`config.mk`:
```
export PLATFORM = sky130hd
export DESIGN_NAME = sram_host_ctl
export DESIGN_NICKNAME = d
export VERILOG_FILES = /design/src/hdl/sram_host_pkg.sv /design/src/hdl/pin_sync.sv /design/src/hdl/sram_host_ctl.sv
export SDC_FILE = /design/constraint.sdc
export NUM_CORES = 1
export LEC_CHECK = 0
export BUFFER_PORTS_ARGS = -buffer_cell sky130_fd_sc_hd__buf_2
export CAP_MARGIN = 15
export CORE_AREA = 5 5 103 153
export DETAILED_ROUTE_END_ITERATION = 10
export DIE_AREA = 0 0 108 158
export GPL_TIMING_DRIVEN = 1
export MAX_ROUTING_LAYER = met4
export PLACE_DENSITY_LB_ADDON = 0.25
export SLEW_MARGIN = 25
export SYNTH_ARGS = -nofsm -noshare
export SYNTH_HDL_FRONTEND = slang
export SYNTH_SLANG_ARGS = --single-unit
export TNS_END_PERCENT = 30
```
`constraint.sdc`:
```
create_clock -name clk_sys -period 5.95 [get_ports clk_sys]
set_clock_uncertainty 0.05 [all_clocks]
set_input_delay 1.19 -clock clk_sys [delete_from_list [all_inputs] [get_ports clk_sys]]
set_output_delay 1.19 -clock clk_sys [all_outputs]
set_load 0.01 [all_outputs]
```
`src/hdl/sram_host_pkg.sv`:
```
package sram_host_pkg;

   ////////////////////////////////////////////////////////////////////////////
   // pin widths
   localparam int WORD_ADDR_W = 19;
   localparam int DATA_W      = 16;
   localparam int LANE_W      = 8;
   localparam int LANES       = 2;
   localparam int USER_ADDR_W = WORD_ADDR_W + 1;
   localparam int CNT_W       = 4;

   ////////////////////////////////////////////////////////////////////////////
   // timing
   localparam int CLK_PERIOD_NS = 50;
   localparam int T_ACCESS_NS   = 45;
   localparam int T_WRITE_NS    = 45;
   localparam int SYNC_STAGES   = 2;
   // least times round up to whole cycles
   localparam int ACCESS_CYC    = (T_ACCESS_NS + CLK_PERIOD_NS - 1) / CLK_PERIOD_NS;
   localparam int WRITE_CYC     = (T_WRITE_NS + CLK_PERIOD_NS - 1) / CLK_PERIOD_NS;
   localparam int READ_WAIT_CYC = ACCESS_CYC + SYNC_STAGES;

   ////////////////////////////////////////////////////////////////////////////
   // reset values
   localparam logic [DATA_W-1:0]      RST_DATA  = 16'h0000;
   localparam logic [WORD_ADDR_W-1:0] RST_ADDR  = 19'h00000;
   localparam logic [CNT_W-1:0]       RST_CNT   = 4'h0;
   localparam logic [LANES-1:0]       LANES_OFF = 2'h3;
   localparam logic [LANES-1:0]       LANES_ON  = 2'h0;
   localparam logic [LANE_W-1:0]      BYTE_ZERO = 8'h00;

   typedef enum logic [4:0] {
      ST_IDLE     = 5'h01,
      ST_RD_WAIT  = 5'h02,
      ST_WR_SETUP = 5'h04,
      ST_WR_PULSE = 5'h08,
      ST_WR_HOLD  = 5'h10
   } ctl_state_e;

endpackage : sram_host_pkg

```
`src/hdl/pin_sync.sv`:
```
`timescale 1ns/1ps
`default_nettype none
module pin_sync #(
   parameter int W = 16
) (
   input  wire logic         clk_sys,
   input  wire logic         resetn,
   input  wire logic [W-1:0] din,
   output logic      [W-1:0] dout
);
   typedef struct packed {
      logic [W-1:0] s1;
      logic [W-1:0] s2;
   } sync_s;

   sync_s q;
   sync_s d;

   always_comb begin
      d    = q;
      d.s1 = din;
      d.s2 = q.s1;
   end

   always_ff @(posedge clk_sys or negedge resetn) begin
      if (!resetn) begin
         q <= '0;
      end else begin
         q <= d;
      end
   end

   assign dout = q.s2;
endmodule : pin_sync
`default_nettype wire

```
`src/hdl/sram_host_ctl.sv`:
```
// How it works
// - write: selects active, strobe low, address, data
// - read: selects active, output enable low, strobe high
// - strap high selects 512K by 16
// - strap low: 1M by 8, extra address bit
`timescale 1ns/1ps
`default_nettype none
module sram_host_ctl (
   input  wire logic                                   clk_sys,
   input  wire logic                                   resetn,
   // user side
   input  wire logic                                   wide_mode,
   input  wire logic                                   req_valid,
   output logic                                        req_ready,
   input  wire logic                                   req_write,
   input  wire logic [sram_host_pkg::USER_ADDR_W-1:0]  req_addr,
   input  wire logic [sram_host_pkg::DATA_W-1:0]       req_wdata,
   input  wire logic [sram_host_pkg::LANES-1:0]        req_lanes,
   output logic                                        rsp_valid,
   output logic      [sram_host_pkg::DATA_W-1:0]       rsp_rdata,
   // memory pins
   output logic      [sram_host_pkg::WORD_ADDR_W-1:0]  word_address,
   output logic                                        extra_address_bit,
   output logic                                        select_low_active,
   output logic                                        select_high_active,
   output logic                                        out_en_n,
   output logic                                        write_en_n,
   output logic                                        upper_lane_en_n,
   output logic                                        lower_lane_en_n,
   output logic                                        width_sel,
   input  wire logic [sram_host_pkg::DATA_W-1:0]       data_lines_i,
   output logic      [sram_host_pkg::DATA_W-1:0]       data_lines_o,
   output logic                                        data_lines_oe
);

   ////////////////////////////////////////////////////////////////////////////
   // state
   typedef struct packed {
      sram_host_pkg::ctl_state_e                   st;
      logic [sram_host_pkg::CNT_W-1:0]             cnt;
      logic                                        ready;
      logic                                        rvalid;
      logic [sram_host_pkg::DATA_W-1:0]            rdata;
      logic [sram_host_pkg::WORD_ADDR_W-1:0]       addr;
      logic                                        xbit;
      logic                                        sel_n;
      logic                                        sel_h;
      logic                                        oe_n;
      logic                                        we_n;
      logic [sram_host_pkg::LANES-1:0]             lanes_n;
      logic                                        wide;
      logic [sram_host_pkg::DATA_W-1:0]            dout;
      logic                                        doe;
   } ctl_s;

   ctl_s                              q;
   ctl_s                              d;
   logic [sram_host_pkg::DATA_W-1:0]  rd_sync;

   pin_sync #(
      .W (sram_host_pkg::DATA_W)
   ) u_rd_sync (
      .clk_sys (clk_sys),
      .resetn  (resetn),
      .din     (data_lines_i),
      .dout    (rd_sync)
   );

   ////////////////////////////////////////////////////////////////////////////
   // read data
   // a lane left disabled reads back as zero, whatever floats on its pins
   function automatic logic [sram_host_pkg::LANE_W-1:0] lane_byte(
      input logic                             en_n,
      input logic [sram_host_pkg::LANE_W-1:0] b
   );
      logic [sram_host_pkg::LANE_W-1:0] r;
      r = sram_host_pkg::BYTE_ZERO;
      if (!en_n) begin
         r = b;
      end
      return r;
   endfunction : lane_byte

   ////////////////////////////////////////////////////////////////////////////
   // next state
   always_comb begin
      d        = q;
      d.rvalid = 1'b0;
      case (q.st)
         sram_host_pkg::ST_IDLE: begin
            if (req_valid && q.ready) begin
               d.ready = 1'b0;
               d.addr  = req_addr[sram_host_pkg::WORD_ADDR_W-1:0];
               d.xbit  = q.wide ? 1'b0 : req_addr[sram_host_pkg::WORD_ADDR_W];
               d.sel_n = 1'b0;
               d.sel_h = 1'b1;
               // byte mode enables both lanes, whatever req_lanes holds
               d.lanes_n = q.wide ? ~req_lanes : sram_host_pkg::LANES_ON;
               if (req_write) begin
                  d.oe_n = 1'b1;
                  d.we_n = 1'b1;
                  d.dout = req_wdata;
                  d.doe  = 1'b1;
                  d.st   = sram_host_pkg::ST_WR_SETUP;
               end else begin
                  d.oe_n = 1'b0;
                  d.we_n = 1'b1;
                  d.doe  = 1'b0;
                  d.cnt  = 4'(sram_host_pkg::READ_WAIT_CYC - 1);
                  d.st   = sram_host_pkg::ST_RD_WAIT;
               end
            end else begin
               // an access keeps the strap that its address was decoded with
               d.wide = wide_mode;
            end
         end
         sram_host_pkg::ST_RD_WAIT: begin
            if (q.cnt == sram_host_pkg::RST_CNT) begin
               d.rvalid = 1'b1;
               if (q.wide) begin
                  d.rdata[sram_host_pkg::LANE_W-1:0] =
                     lane_byte(q.lanes_n[0], rd_sync[sram_host_pkg::LANE_W-1:0]);
                  d.rdata[sram_host_pkg::DATA_W-1:sram_host_pkg::LANE_W] =
                     lane_byte(q.lanes_n[1],
                               rd_sync[sram_host_pkg::DATA_W-1:sram_host_pkg::LANE_W]);
               end else begin
                  d.rdata = {sram_host_pkg::BYTE_ZERO,
                             rd_sync[sram_host_pkg::LANE_W-1:0]};
               end
               d.sel_n   = 1'b1;
               d.sel_h   = 1'b0;
               d.oe_n    = 1'b1;
               d.lanes_n = sram_host_pkg::LANES_OFF;
               d.ready   = 1'b1;
               d.st      = sram_host_pkg::ST_IDLE;
            end else begin
               d.cnt = q.cnt - 4'h1;
            end
         end
         sram_host_pkg::ST_WR_SETUP: begin
            // address and data settle before the strobe falls
            d.we_n = 1'b0;
            d.cnt  = 4'(sram_host_pkg::WRITE_CYC - 1);
            d.st   = sram_host_pkg::ST_WR_PULSE;
         end
         sram_host_pkg::ST_WR_PULSE: begin
            if (q.cnt == sram_host_pkg::RST_CNT) begin
               d.we_n = 1'b1;
               d.st   = sram_host_pkg::ST_WR_HOLD;
            end else begin
               d.cnt = q.cnt - 4'h1;
            end
         end
         sram_host_pkg::ST_WR_HOLD: begin
            // data held one cycle past the strobe's rise
            d.doe     = 1'b0;
            d.sel_n   = 1'b1;
            d.sel_h   = 1'b0;
            d.lanes_n = sram_host_pkg::LANES_OFF;
            d.ready   = 1'b1;
            d.st      = sram_host_pkg::ST_IDLE;
         end
         default: begin
            d.st      = sram_host_pkg::ST_IDLE;
            d.sel_n   = 1'b1;
            d.sel_h   = 1'b0;
            d.oe_n    = 1'b1;
            d.we_n    = 1'b1;
            d.doe     = 1'b0;
            d.lanes_n = sram_host_pkg::LANES_OFF;
            d.ready   = 1'b1;
         end
      endcase
   end

   ////////////////////////////////////////////////////////////////////////////
   // registers
   always_ff @(posedge clk_sys or negedge resetn) begin
      if (!resetn) begin
         q.st      <= sram_host_pkg::ST_IDLE;
         q.cnt     <= sram_host_pkg::RST_CNT;
         q.ready   <= 1'b1;
         q.rvalid  <= 1'b0;
         q.rdata   <= sram_host_pkg::RST_DATA;
         q.addr    <= sram_host_pkg::RST_ADDR;
         q.xbit    <= 1'b0;
         q.sel_n   <= 1'b1;
         q.sel_h   <= 1'b0;
         q.oe_n    <= 1'b1;
         q.we_n    <= 1'b1;
         q.lanes_n <= sram_host_pkg::LANES_OFF;
         q.wide    <= 1'b1;
         q.dout    <= sram_host_pkg::RST_DATA;
         q.doe     <= 1'b0;
      end else begin
         q <= d;
      end
   end

   ////////////////////////////////////////////////////////////////////////////
   // outputs
   assign req_ready          = q.ready;
   assign rsp_valid          = q.rvalid;
   assign rsp_rdata          = q.rdata;
   assign word_address       = q.addr;
   assign extra_address_bit  = q.xbit;
   assign select_low_active  = q.sel_n;
   assign select_high_active = q.sel_h;
   assign out_en_n           = q.oe_n;
   assign write_en_n         = q.we_n;
   assign upper_lane_en_n    = q.lanes_n[1];
   assign lower_lane_en_n    = q.lanes_n[0];
   assign width_sel          = q.wide;
   assign data_lines_o       = q.dout;
   assign data_lines_oe      = q.doe;

endmodule : sram_host_ctl
`default_nettype wire

```
==> results_dict.tcl <==
set metrics [dict create \
    outcome "completed" \
    post_cts_resized 0 \
    synthDistinctLibCells 44 \
    synth_edf_count 0 \
    place_congestion 0.7729 \
    min_period_over_period_pct 48.03 \
    setup_viol 0 \
    hold_path_depth 0 \
    core_um2 14320 \
    crit_arrival_ns 3.04 \
    drive_gt1_share_pct 43.41 \
    crit_fanout 27 \
    rrSetupSlack_ns 3.09 \
    top_level_ports 121 \
    drc 0 \
    reg2reg_depth 5 \
    ctsHtreeMaxLevel 3 \
    viasPerCell 4.210 \
    cap_violations 0 \
    yosysTopAreaCellShare_pct 56.97 \
    synth_nets 395 \
    max_stage_delay_ns 0.69 \
    netlist_instances 335 \
    cts_setup_buffers 0 \
    avgSynthCellArea_um2 12.46 \
    instances_no_fill 606 \
    dp_hpwl_um 6026 \
    hold_class "flip-flop to flip-flop" \
    grt_max_degree 71 \
    numCtsBuffers 9 \
    fmax_mhz 349.9 \
    syn_area_um2 4173 \
    insertion_delay_ns 0.34 \
    pre_cts_ws_ns 2.793 \
    dieArea_um2 17060 \
    postCtsHoldBufs 0 \
    ys_seq_area_share_pct 62.01 \
    setup_ws_ns 3.092 \
    cts.path.max_buffers 2 \
    clkPwrFrac_pct 24.3 \
    yosysWarnings 0 \
    n_fill_cell 1487 \
    power.share.switching_pct 33.83 \
    cts-root-buf "clkbuf_16" \
    async_flop_share_pct 100.0 \
    die_h_um 158 \
    fin_crit_ns 2.858 \
    rsz0062_at_grt "false" \
    fin_tns_setup_ns 0 \
    r2r-end "data_lines_o[2]" \
    drt_iter0_drc 64 \
    grt_antenna_before_repair 0 \
    grt-ovfl-total 0 \
    wirelength_um 8229 \
    drt-pass1-iter-count 4 \
    p_seq_share_pct 43.8 \
    portBuffers 120 \
    die_x_um 108 \
    synthFlopType "dfrtp_1" \
    ys_seq_elements 103 \
    routedWlPerCell_um 13.58 \
    r2r-start "q[66]" \
    min-delay-start "u_rd_sync.d[12]" \
    crit_path_top_delay_cell "and2_1" \
    switching_power_mw 0.8125 \
    num_rows 54 \
    cts_tree "yes" \
    slew-limit-headroom_pct 40.94 \
    crit_family "simple AND/OR/NAND/NOR gates" \
    worstHoldEndpoint "u_rd_sync.dout[12]" \
    worstPathRequired_ns 6.13 \
    start_util_pct 29.13 \
    grt_pass1_vias 2666 \
    yosys.area.top_type "dfrtp_1" \
    critPathCaptureType "flip-flop" \
    final_antenna_net_count 0 \
    pwr-share-comb_pct 32.0 \
    irDropWorstVdd_v 0.0002228 \
    p_leak_nw 2.325 \
    timing.final.max_slew_violations 0 \
    cts_sinks 103 \
    path_clk_slew_ns 0.08 \
    start_kind "flip-flop" \
    nets 465 \
    place_inst 590 \
    n_antenna_cell 0 \
    finalPower_mw 2.402 \
    p_per_area_nw_per_um2 491.6 \
    ys_top_cells_by_area "dfrtp_1 (57%), buf_4 (9.2%), mux2_2 (7.6%)" \
    grtUsageTotal_pct 10.08 \
    cp_num_buf_inv 1 \
    p_int_mw 1.589 \
    area_growth_pct 17.09 \
    tightest_slew_ns 0.8858 \
    grt_first_pass_wirelength_um 13170 \
    vias 2551 \
    path_class "flip-flop to flip-flop" \
    path_cells "or4b_4 -> nor3_4 -> buf_4 -> and2_1 -> mux2_2" \
    fin_util_pct 34.11 \
    finalHoldViolCount 0 \
]
==> power groups by stage <==
stage	Combinational (mW)	Clock, mW	Sequential, mW
after floorplan	0.710	0	1.04
after global placement	0.774	0	1.06
after detailed placement	0.784	0	1.07
after CTS	0.786	0.617	1.06
after global routing	0.852	0.641	1.08
final	0.768	0.583	1.05
==> kinds of logic after synthesis <==
group,share of synthesized area [%]
adders and majority gates,0.2998
AOI/OAI and AO/OA,6.237
DFF,62.01
buffers and inverters,11.78
xor gates and xnor gates,0.2099
muxes,9.715
and+or+nand+nor,9.745
==> placed cells by master (no fill, tap or decap), types with 2 or more instances in the layout <==
| master | Yosys | layout |
|---|---|---|
| nand2b_1 | 2 | 2 |
| dfrtp_1 | 95 | 95 |
| a21oi_1 | 6 | 6 |
| a21o_1 | 2 | 2 |
| o31ai_1 | 2 | 2 |
| a2bb2oi_1 | 2 | 2 |
| mux2_2 | 28 | 28 |
| clkbuf_16 | 0 | 9 |
| nand3_1 | 6 | 6 |
| buf_4 | 51 | 4 |
| buf_2 | 3 | 119 |
| nor3_1 | 2 | 2 |
| a211oi_1 | 2 | 2 |
| inv_1 | 9 | 9 |
| and2_1 | 2 | 2 |
| nor2b_1 | 6 | 6 |
| nor4b_1 | 2 | 2 |
| and3_1 | 3 | 3 |
| nor2_1 | 7 | 7 |
| nand3b_1 | 2 | 2 |
| nand4_1 | 2 | 2 |
| inv_8 | 0 | 3 |
| nor4_1 | 2 | 2 |
| nand2_1 | 36 | 36 |
| or3_1 | 2 | 2 |
| dfstp_2 | 8 | 8 |
| o21ai_0 | 20 | 20 |
| mux2_1 | 8 | 8 |
==> how the worst max path moves through the flow <==
stage | from | slack [ns] | end | depth (start not counted)
after global routing | q[66] | 2.94 | data_lines_o[2] | 5
after detailed placement | req_valid | 2.79 | data_lines_o[2] | 6
final | q[66] | 3.09 | data_lines_o[2] | 5
after floorplan | req_valid | 3.49 | data_lines_o[10] | 6
after global placement | req_valid | 2.84 | data_lines_o[2] | 6
after CTS | q[66] | 3.04 | data_lines_o[2] | 5
==> layout make-up <==
cell class	instances	area, um2	area share, %
clock buffer	9	225.2	4.609
clock inverter	7	75.07	1.536
inverter	9	33.78	0.6914
multi-input combinational	159	1094	22.38
sequential	103	2587	52.96
tap	196	245.2	5.019
timing repair buffer	123	625.6	12.80
==> metrics by stage <==
step / area, um2 / hold WS (ns)
after floorplan: 4173 / 0.2812
after global placement: 4586 / 0.2827
after detailed placement: 4586 / 0.2847
after CTS: 4886 / 0.3054
after global routing: 4886 / 0.3105
final: 4886 / 0.3022
==> flip-flops by register name, indices dropped and copies added, names as in the netlist, 9 cells and up <==
name and cells:
word_address 19, q 9, data_lines_o 16, rsp_rdata 16, u_rd_sync.dout 16, u_rd_sync.d 16
==> cells in the mapped netlist (2+ instances only) <==
cell	count
dfrtp_1	95
buf_4	51
nand2_1	36
mux2_2	28
o21ai_0	20
inv_1	9
dfstp_2	8
mux2_1	8
nor2_1	7
a21oi_1	6
clkbuf_1	6
nand3_1	6
nor2b_1	6
and3_1	3
buf_2	3
buf_6	3
a211oi_1	2
a21o_1	2
a2bb2oi_1	2
and2_1	2
nand2b_1	2
nand3b_1	2
nand4_1	2
nor3_1	2
nor4_1	2
nor4b_1	2
o31ai_1	2
or3_1	2
==> routing by layer <==
metal	part of all wire [%]	routed length [um]	track usage [%]	vias up
met5	0	0	-	-
met1	43	3565	12.16	1252
met3	4.3	354	2.122	7
li1	-	-	-	1221
met2	51	4176	16.19	71
met4	1.6	133	4.573	0
Note: power is estimated with default switching activity, not from simulation.
